### config.mk
export PLATFORM = sky130hd
export DESIGN_NAME = three_phase_pwm_timing_unit
export DESIGN_NICKNAME = d
export VERILOG_FILES = /design/src/pwm_timing_pkg.sv /design/src/three_phase_pwm_timing_unit.sv
export SDC_FILE = /design/constraint.sdc
export NUM_CORES = 1
export LEC_CHECK = 0
export BUFFER_PORTS_ARGS = -buffer_cell sky130_fd_sc_hd__clkbuf_2
export CORE_ASPECT_RATIO = 1.4
export CORE_MARGIN = 10
export CORE_UTILIZATION = 57
export CTS_CLUSTER_SIZE = 16
export DETAILED_ROUTE_END_ITERATION = 8
export HOLD_SLACK_MARGIN = 0.1
export PLACE_DENSITY = 0.78
export SETUP_SLACK_MARGIN = 0.02
export SLEW_MARGIN = 0
export SYNTH_ARGS = -nofsm -noshare
export SYNTH_HDL_FRONTEND = slang
export SYNTH_SLANG_ARGS = --single-unit
### constraint.sdc
create_clock -name core_clk -period 4.9 [get_ports core_clk]
set_input_delay 0.735 -clock core_clk [delete_from_list [all_inputs] [get_ports core_clk]]
set_output_delay 0.735 -clock core_clk [all_outputs]
set_load 0.01 [all_outputs]
### src/pwm_timing_pkg.sv
/*
 Constants for the three-phase centre-based PWM timing unit: register
 offsets, field positions, reset values and widths.
 Assumes an APB slave with 32-bit data, one register per aligned word.
*/
// Behaviour
// - 16-bit counters, three complementary output pairs
// - Mode bit 6: zero single, one double
// - Reset clears mode bit: single update
// - One clock per unit; period twice half-period
// - Half-period register 16 bits, any value
// - Dead time 10 bits, two units per step
// - Dead time between complementary turn-on edges
// - Dead time zero inserts no delay
// - Single mode: sync per period loads registers
// - Sync edge also loads output segment control
// - Double mode: extra midpoint sync, reload
// - Status bit 3 marks second half; the code sets it in double mode only and keeps it zero in single mode
// - Sync width is register plus one
// - Sync-width resets to 0x27
// - Sync pulse output for ADC alignment
// - Three 16-bit duty registers
// - Duty sets high-side on-time per half
// - Minimum on-time equals minimum-pulse register
// - No outputs until period and duties written
// - Interrupt request on every sync pulse
package pwm_timing_pkg;
	localparam logic [11:0] OFS_HALF_PERIOD = 12'h000;
	localparam logic [11:0] OFS_DEAD_TIME = 12'h004;
	localparam logic [11:0] OFS_MIN_PULSE = 12'h008;
	localparam logic [11:0] OFS_SYNC_WIDTH = 12'h00C;
	localparam logic [11:0] OFS_DUTY_A = 12'h010;
	localparam logic [11:0] OFS_DUTY_B = 12'h014;
	localparam logic [11:0] OFS_DUTY_C = 12'h018;
	localparam logic [11:0] OFS_SEGMENT = 12'h01C;
	localparam logic [11:0] OFS_MODE = 12'h020;
	localparam logic [11:0] OFS_STATUS = 12'h024;
	localparam int MODE_DOUBLE_BIT = 6;
	localparam int STATUS_HALF_BIT = 3;
	localparam int STATUS_RUN_BIT = 0;
	localparam int DEAD_W = 10;
	localparam int SYNC_W = 8;
	localparam int SEG_W = 9;
	localparam logic [7:0] SYNC_WIDTH_RESET = 8'h27;
	localparam logic [15:0] HALF_PERIOD_RESET = 16'h0000;
	localparam logic [15:0] DUTY_RESET = 16'h0000;
	localparam logic [9:0] DEAD_TIME_RESET = 10'h000;
	localparam logic [15:0] MIN_PULSE_RESET = 16'h0000;
	localparam logic [8:0] SEGMENT_RESET = 9'h000;
endpackage : pwm_timing_pkg

### src/three_phase_pwm_timing_unit.sv
/*
 Three-phase centre-based PWM timing unit with APB register access.
 Assumes core_clk is the instruction clock; outputs feed the output
 control unit, ADC sync and an interrupt controller outside.
*/
// Local design decisions: the APB interface to the registers and the address map.
`timescale 1ns/1ps
module three_phase_pwm_timing_unit
	import pwm_timing_pkg::*;
#(
	parameter int CNT_W = 16
)
(
	// Clock and reset
	input wire logic core_clk,
	input wire logic nrst,
	// APB slave
	input wire logic psel,
	input wire logic penable,
	input wire logic pwrite,
	input wire logic [11:0] paddr,
	input wire logic [31:0] pwdata,
	output logic [31:0] prdata,
	output logic pready,
	output logic pslverr,
	// Pulse pairs
	output logic phase_a_high,
	output logic phase_a_low,
	output logic phase_b_high,
	output logic phase_b_low,
	output logic phase_c_high,
	output logic phase_c_low,
	// Sync, interrupt and latched segment control
	output logic period_sync_pulse,
	output logic sync_irq,
	output logic [SEG_W-1:0] output_segment_control
);
	initial
	begin
		if (CNT_W != 16)
			$error("CNT_W must be 16");
	end

	typedef enum logic {DIR_UP, DIR_DOWN} dir_t;

	// Software-side registers
	logic [15:0] half_period_count;
	logic [DEAD_W-1:0] dead_time_count;
	logic [15:0] min_pulse_count;
	logic [SYNC_W-1:0] sync_width_count;
	logic [15:0] duty_phase_a;
	logic [15:0] duty_phase_b;
	logic [15:0] duty_phase_c;
	logic [SEG_W-1:0] segment_reg;
	logic mode_double;
	logic [3:0] written;

	// Latched working copies
	logic [15:0] act_half;
	logic [DEAD_W-1:0] act_dead;
	logic [15:0] act_min;
	logic [15:0] act_duty [3];

	logic running;
	logic [15:0] count;
	dir_t dir;
	logic second_half;
	logic [SYNC_W:0] sync_cnt;

	wire access_w = psel && penable;
	wire wr_en = access_w && pwrite;
	wire hit_hp = paddr == OFS_HALF_PERIOD;
	wire hit_dt = paddr == OFS_DEAD_TIME;
	wire hit_pd = paddr == OFS_MIN_PULSE;
	wire hit_sw = paddr == OFS_SYNC_WIDTH;
	wire hit_da = paddr == OFS_DUTY_A;
	wire hit_db = paddr == OFS_DUTY_B;
	wire hit_dc = paddr == OFS_DUTY_C;
	wire hit_sg = paddr == OFS_SEGMENT;
	wire hit_md = paddr == OFS_MODE;
	wire hit_st = paddr == OFS_STATUS;
	wire hit_any = hit_hp | hit_dt | hit_pd | hit_sw | hit_da | hit_db |
		hit_dc | hit_sg | hit_md | hit_st;
	wire all_written = &written;

	// Counter ends: turn at the top, period ends at zero
	wire at_top = dir == DIR_UP && count >= act_half - 16'h0001;
	wire at_bottom = dir == DIR_DOWN && count <= 16'h0001;
	wire start_run = !running && all_written;
	wire period_start = start_run || (running && at_bottom);
	wire mid_point = running && at_top;
	wire sync_event = period_start || (mid_point && mode_double);
	// Any latch point reloads the working copies
	wire load_event = period_start || (mid_point && mode_double);
	// Slope as a level for the pair generators
	wire counting_down = dir == DIR_DOWN;

	assign pready = 1'b1;
	assign pslverr = access_w && !hit_any;

	// Register writes
	always_ff @(posedge core_clk or negedge nrst)
	begin
		if (!nrst)
		begin
			half_period_count <= HALF_PERIOD_RESET;
			dead_time_count <= DEAD_TIME_RESET;
			min_pulse_count <= MIN_PULSE_RESET;
			sync_width_count <= SYNC_WIDTH_RESET;
			duty_phase_a <= DUTY_RESET;
			duty_phase_b <= DUTY_RESET;
			duty_phase_c <= DUTY_RESET;
			segment_reg <= SEGMENT_RESET;
			mode_double <= 1'b0;
			written <= 4'h0;
		end
		else if (wr_en)
		begin
			if (hit_hp)
				half_period_count <= pwdata[15:0];
			if (hit_dt)
				dead_time_count <= pwdata[DEAD_W-1:0];
			if (hit_pd)
				min_pulse_count <= pwdata[15:0];
			if (hit_sw)
				sync_width_count <= pwdata[SYNC_W-1:0];
			if (hit_da)
				duty_phase_a <= pwdata[15:0];
			if (hit_db)
				duty_phase_b <= pwdata[15:0];
			if (hit_dc)
				duty_phase_c <= pwdata[15:0];
			if (hit_sg)
				segment_reg <= pwdata[SEG_W-1:0];
			if (hit_md)
				mode_double <= pwdata[MODE_DOUBLE_BIT];
			written <= written | {hit_dc, hit_db, hit_da, hit_hp};
		end
	end

	// Read mux
	always_comb
	begin
		prdata = 32'h0000_0000;
		if (access_w && !pwrite)
		begin
			if (hit_hp)
				prdata[15:0] = half_period_count;
			if (hit_dt)
				prdata[DEAD_W-1:0] = dead_time_count;
			if (hit_pd)
				prdata[15:0] = min_pulse_count;
			if (hit_sw)
				prdata[SYNC_W-1:0] = sync_width_count;
			if (hit_da)
				prdata[15:0] = duty_phase_a;
			if (hit_db)
				prdata[15:0] = duty_phase_b;
			if (hit_dc)
				prdata[15:0] = duty_phase_c;
			if (hit_sg)
				prdata[SEG_W-1:0] = segment_reg;
			if (hit_md)
				prdata[MODE_DOUBLE_BIT] = mode_double;
			if (hit_st)
			begin
				prdata[STATUS_HALF_BIT] = second_half;
				prdata[STATUS_RUN_BIT] = running;
			end
		end
	end

	// Latch working copies on each sync rising edge
	always_ff @(posedge core_clk or negedge nrst)
	begin
		if (!nrst)
		begin
			act_half <= HALF_PERIOD_RESET;
			act_dead <= DEAD_TIME_RESET;
			act_min <= MIN_PULSE_RESET;
			act_duty[0] <= DUTY_RESET;
			act_duty[1] <= DUTY_RESET;
			act_duty[2] <= DUTY_RESET;
			output_segment_control <= SEGMENT_RESET;
		end
		else if (load_event)
		begin
			act_half <= half_period_count;
			act_dead <= dead_time_count;
			act_min <= min_pulse_count;
			act_duty[0] <= duty_phase_a;
			act_duty[1] <= duty_phase_b;
			act_duty[2] <= duty_phase_c;
			output_segment_control <= segment_reg;
		end
	end

	// Up/down period counter, one step per clock
	always_ff @(posedge core_clk or negedge nrst)
	begin
		if (!nrst)
		begin
			running <= 1'b0;
			count <= 16'h0000;
			dir <= DIR_UP;
			second_half <= 1'b0;
		end
		else if (start_run)
		begin
			running <= 1'b1;
			count <= 16'h0000;
			dir <= DIR_UP;
			second_half <= 1'b0;
		end
		else if (running)
		begin
			if (at_top)
			begin
				dir <= DIR_DOWN;
				count <= act_half;
				second_half <= mode_double;
			end
			else if (at_bottom)
			begin
				dir <= DIR_UP;
				count <= 16'h0000;
				second_half <= 1'b0;
			end
			else if (dir == DIR_UP)
				count <= count + 16'h0001;
			else
				count <= count - 16'h0001;
		end
	end

	// Sync pulse: width is register plus one clocks
	always_ff @(posedge core_clk or negedge nrst)
	begin
		if (!nrst)
		begin
			sync_cnt <= '0;
			period_sync_pulse <= 1'b0;
			sync_irq <= 1'b0;
		end
		else
		begin
			sync_irq <= sync_event;
			if (sync_event)
			begin
				period_sync_pulse <= 1'b1;
				// Same value a latch would take at this edge
				sync_cnt <= {1'b0, sync_width_count};
			end
			else if (sync_cnt != '0)
				sync_cnt <= sync_cnt - 1'b1;
			else
				period_sync_pulse <= 1'b0;
		end
	end

	// One pair generator per phase, all fed the same counter
	phase_pair_gen #(.CW(CNT_W), .DW(DEAD_W)) pair_a_u (
		.core_clk,
		.nrst,
		.running,
		.count_down(counting_down),
		.count,
		.half(act_half),
		.duty(act_duty[0]),
		.min_on(act_min),
		.dead(act_dead),
		.high_on(phase_a_high),
		.low_on(phase_a_low)
	);

	phase_pair_gen #(.CW(CNT_W), .DW(DEAD_W)) pair_b_u (
		.core_clk,
		.nrst,
		.running,
		.count_down(counting_down),
		.count,
		.half(act_half),
		.duty(act_duty[1]),
		.min_on(act_min),
		.dead(act_dead),
		.high_on(phase_b_high),
		.low_on(phase_b_low)
	);

	phase_pair_gen #(.CW(CNT_W), .DW(DEAD_W)) pair_c_u (
		.core_clk,
		.nrst,
		.running,
		.count_down(counting_down),
		.count,
		.half(act_half),
		.duty(act_duty[2]),
		.min_on(act_min),
		.dead(act_dead),
		.high_on(phase_c_high),
		.low_on(phase_c_low)
	);
endmodule : three_phase_pwm_timing_unit

// One complementary pair: centre compare, narrow pulses, dead time
module phase_pair_gen
	import pwm_timing_pkg::*;
#(
	parameter int CW = 16,
	parameter int DW = 10
)
(
	// Clock and reset
	input wire logic core_clk,
	input wire logic nrst,
	// Period counter state
	input wire logic running,
	input wire logic count_down,
	input wire logic [CW-1:0] count,
	// Latched working copies
	input wire logic [CW-1:0] half,
	input wire logic [CW-1:0] duty,
	input wire logic [CW-1:0] min_on,
	input wire logic [DW-1:0] dead,
	// Pulse pair
	output logic high_on,
	output logic low_on
);
	initial
	begin
		if (CW < 2 || DW < 1)
			$error("phase_pair_gen widths out of range");
	end

	logic raw_q;
	logic [DW:0] dt_cnt;

	// Centre count shows once, on the way down: strict compare there
	// gives exactly duty counts on each slope
	wire [CW:0] duty_w = {1'b0, duty};
	wire [CW:0] from_ctr = {1'b0, half} - {1'b0, count};
	wire in_window = count_down ? from_ctr < duty_w : from_ctr <= duty_w;
	wire raw_on = running && in_window;
	// Pulses shorter than the minimum are dropped entirely
	wire [CW:0] lo_time = {1'b0, half} - duty_w;
	wire hi_ok = duty_w >= {1'b0, min_on};
	wire lo_ok = lo_time >= {1'b0, min_on};
	wire demand = raw_on ? hi_ok : !lo_ok;
	wire [DW:0] dt_full = {dead, 1'b0};
	wire dt_zero = dt_full == '0;
	wire dt_done = dt_cnt <= {{DW{1'b0}}, 1'b1};

	always_ff @(posedge core_clk or negedge nrst)
	begin
		if (!nrst)
		begin
			raw_q <= 1'b0;
			dt_cnt <= '0;
			high_on <= 1'b0;
			low_on <= 1'b0;
		end
		else if (!running)
		begin
			raw_q <= 1'b0;
			dt_cnt <= '0;
			high_on <= 1'b0;
			low_on <= 1'b0;
		end
		else if (demand != raw_q)
		begin
			raw_q <= demand;
			dt_cnt <= dt_full;
			high_on <= dt_zero && demand;
			low_on <= dt_zero && !demand;
		end
		else if (!dt_done)
			dt_cnt <= dt_cnt - 1'b1;
		else
		begin
			dt_cnt <= '0;
			high_on <= raw_q;
			low_on <= !raw_q;
		end
	end
endmodule : phase_pair_gen
==> run_results.csv <==
group,metric,value,unit
status,status,"finished, final reports clean",
die,start_util,0.579,
power,swShare,0.225,
power,switchingPower,1.05,mW
route,dr.first_iter.drc_count,1549,
worst_setup_path,reg2reg_setup_slack,0.07,ns
worst_setup_path,r2r_cells,21,
sta,fmaxAchievable,0.207,GHz
cells_and_area,largest-register,"act_duty",
sta,tns,0,ns
global_routing,grt_start_max_net_pins,128,
worst_setup_path,r2r-end,"pair_c_u.dt_cnt[1]",
die,core,34200,µm²
yosys,synth_area_leaders,"dfrtp_1 35%, ha_1 15%, mux2_2 8.0%",
power,p_leak,10.9,nW
sta,holdWs,0.215,ns
yosys,post-synth-top-count-cell,"dfrtp_1",
sta,worst_pin_slew,1.27,ns
worst_setup_path,worst_setup_path_start_kind,"flop",
sta,finalCritPeriodShare,0.985,
sta,rsz0062_at_grt,"true",
yosys,netlist.top_cell.by_area,"dfrtp_1",
route,dr_total_vias,17300,
cells_and_area,layout-drive-gt1-share,0.196,
route,ant_nets,0,
power,p_seq_frac,0.502,
sta,period_needed,4.83,ns
worst_setup_path,crit_start,"act_half[1]",
yosys,synth_seq_area_share,0.357,
route,drc,0,
route,post_drt_via_cell_ratio,6.35,
clock_tree,cts_made_buffers,28,
cells_and_area,fin_nets,2539,
cells_and_area,largest_register_ff_count,48,
global_routing,overflow,0,
clock_tree,clockBufferDepth,3,
yosys,synth-edff-count,0,
yosys,syn_area,19800,µm²
worst_setup_path,worstPathArrival,5.33,ns
cells_and_area,n_antenna_cell,0,
die,ioPinCount,100,
clock_tree,cts_root_buffer,"clkbuf_16",
sta,drv_slew,0,
power,p_comb_frac,0.022,
die,fp.dieW,178,µm
cells_and_area,fillers,2770,
route,routedWlPerCell,22.9,µm
yosys,ys.flop_type,"dfrtp_1",
cells_and_area,area_growth,14.3,%
global_routing,grt_pass1_wl,94700,µm
place,port-buffer-count,66,
yosys,synth_cell_types,79,
job,drv_cap,0,
sta,finalHoldViolCount,0,
sta,finalSetupViolCount,0,
yosys,synth_top_area_frac,0.352,
clock_tree,clock_sinks,283,
worst_setup_path,crit_path_end_kind,"flop",
power,ir_drop,0.315,mV
place,dp_hpwl,47700,µm
global_routing,antenna_found_initial,0,
cells_and_area,multiInputGateArea,12300,µm²
worst_setup_path,critPathMaxFanout,9,
route,totalWireLength,62300,µm
clock_tree,worstSkewPairLatency,0.58,ns
global_routing,grt_usage,0.284,
cells_and_area,final_area,22700,µm²
worst_setup_path,cp.required,5.40,ns
global_routing,grt_pass1_vias,17200,
worst_setup_path,r2r-start,"act_half[1]",
die,dieArea,42700,µm²
place,placed_area,21200,µm²
power,power_frac_clock,0.476,
die,die_y,241,µm
power,finalPower,4.66,mW
worst_setup_path,path_class,"reg -> reg",
sta,skew,0.0172,ns
power,power.density,206,nW/µm²
place,place_congestion,1.00,
yosys,ys_async_sr_fraction,1.00,
power,p_int,3.61,mW
yosys,syn_area_per_cell,9.38,µm²
die,row_count,80,
clock_tree,cts_tree,"built",
yosys,syn_inst,2113,
worst_setup_path,cp-endpoint,"pair_c_u.dt_cnt[1]",
clock_tree,clkSlewWorstSetupHoldPaths,0.07,ns
yosys,synth_commonest_cells,"279 x dfrtp_1, 235 x ha_1, 227 x nand2_1",
yosys,yosys_warnings,0,
clock_tree,cts_hold_buf,0,
sta,slew_headroom,0.155,
min_path,hp-class,"in -> async",
yosys,synth-seq-cells,283,
cells_and_area,seqCellArea,7090,µm²
route,firstDrtPassIters,7,
clock_tree,htreeDepth,1,
==> power groups by stage <==
| stage | logic, mW | registers, mW | clock network (mW) |
|---|---|---|---|
| 5_1_grt | 0.113 | 2.34 | 2.32 |
| 4_1_cts | 0.102 | 2.34 | 2.24 |
| 2_1_floorplan | 0.0261 | 2.38 | 0 |
| 3_5_place_dp | 0.103 | 2.38 | 0 |
| 6_report | 0.101 | 2.34 | 2.22 |
| 3_3_place_gp | 0.101 | 2.38 | 0 |
==> area by class of cell <==
| class | instances | share of cell area |
|---|---|---|
| well taps | 451 | 0.0249 |
| multi-input cells | 1644 | 0.544 |
| clock buffers | 39 | 0.0354 |
| inverters | 122 | 0.0204 |
| flip-flops and latches | 283 | 0.313 |
| clock inverters | 12 | 0.00619 |
| repair buffers | 172 | 0.0565 |
==> metal layers <==
| metal | global-route usage | part of all wire |
|---|---|---|
| met5 | 0 | 0 |
| met4 | 0.230 | 0.092 |
| met3 | 0.0405 | 0.064 |
| met2 | 0.481 | 0.48 |
| met1 | 0.312 | 0.36 |
==> worst min-delay path by stage <==
stage / start / end / slack, ns / cells after the start
final: nrst / act_duty[10] / 0.22 / 1
after global routing: nrst / act_min[10] / 0.35 / 1
after CTS: nrst / half_period_count[12] / 0.30 / 1
after detailed placement: written[1] / written[1] / 0.46 / 1
after global placement: written[0] / written[0] / 0.45 / 1
after floorplan: written[0] / written[0] / 0.43 / 1
==> cell families (layout without fill, tap and decap cells) <==
logic type	after synthesis	in the layout	share of synthesized area
AO/OA/AOI/OAI	450	450	0.148
XOR/XNOR	97	97	0.0429
adder cells (fa/ha/maj)	239	239	0.152
flip-flops	283	283	0.357
AND/OR/NAND/NOR	680	680	0.166
multiplexers	161	161	0.0904
buffers and inverters	201	345	0.0425
other	2	17	0.000379
==> cells in the final DEF, fill, tap and decap left out, types with 8 or more instances in the layout <==
cell type and n:
a211o_1 10, a211oi_1 15, a21o_1 32, a21oi_1 86, a21oi_2 12, a221o_1 9
a222oi_1 18, a22oi_1 8, a31oi_1 18, and2_1 8, and3_1 16, buf_12 8
buf_4 86, buf_6 12, clkbuf_16 28, clkbuf_2 65, conb_1 17, dfrtp_1 278
ha_1 231, inv_1 118, mux2_2 140, mux2i_1 18, nand2_1 226, nand2b_1 26
nand3_1 58, nand3b_1 9, nand4_1 36, nor2_1 126, nor2b_1 18, nor3_1 53
nor4_1 23, o211ai_1 9, o21a_1 14, o21ai_0 133, o31ai_1 9, or3_1 31
xnor2_1 60, xor2_1 34
==> stage by stage <==
| stage | util | cells | setup slack (ns) |
|---|---|---|---|
| finish | 0.662 | 2723 | 0.0724 |
| floorplan | - | 2128 | 0.0659 |
| detailed placement | 0.619 | 2655 | -0.232 |
| global placement | 0.619 | 2655 | -0.155 |
| global route | 0.662 | 2723 | -0.131 |
| CTS | 0.650 | 2710 | 0.0153 |
==> repair_timing <==
item | 4_1_cts | 5_1_grt
pin swaps | 4 | 47
gates cloned | 1 | 1
gates resized for setup | 16 | 83
setup endpoints to repair | 35 | 63
setup buffers | 3 | 12
==> worst max-delay path: stages (launching register included) <==
cell and delay, ns:
dfrtp_1 0.41, ha_1 0.30, nor2b_1 0.14, o21a_1 0.19, o21a_1 0.19, o211a_1 0.25
o2111ai_2 0.26, a31oi_2 0.15, a21o_1 0.19, a21oi_2 0.16, xnor2_2 0.09, buf_4 0.15
ha_1 0.30, nand4_1 0.14, nor3b_2 0.25, a31oi_2 0.19, a22oi_2 0.24, a21oi_2 0.07
mux2_4 0.34, buf_6 0.15, or4_1 0.46, o2111ai_1 0.10
Power figures use the tool's default switching activity.
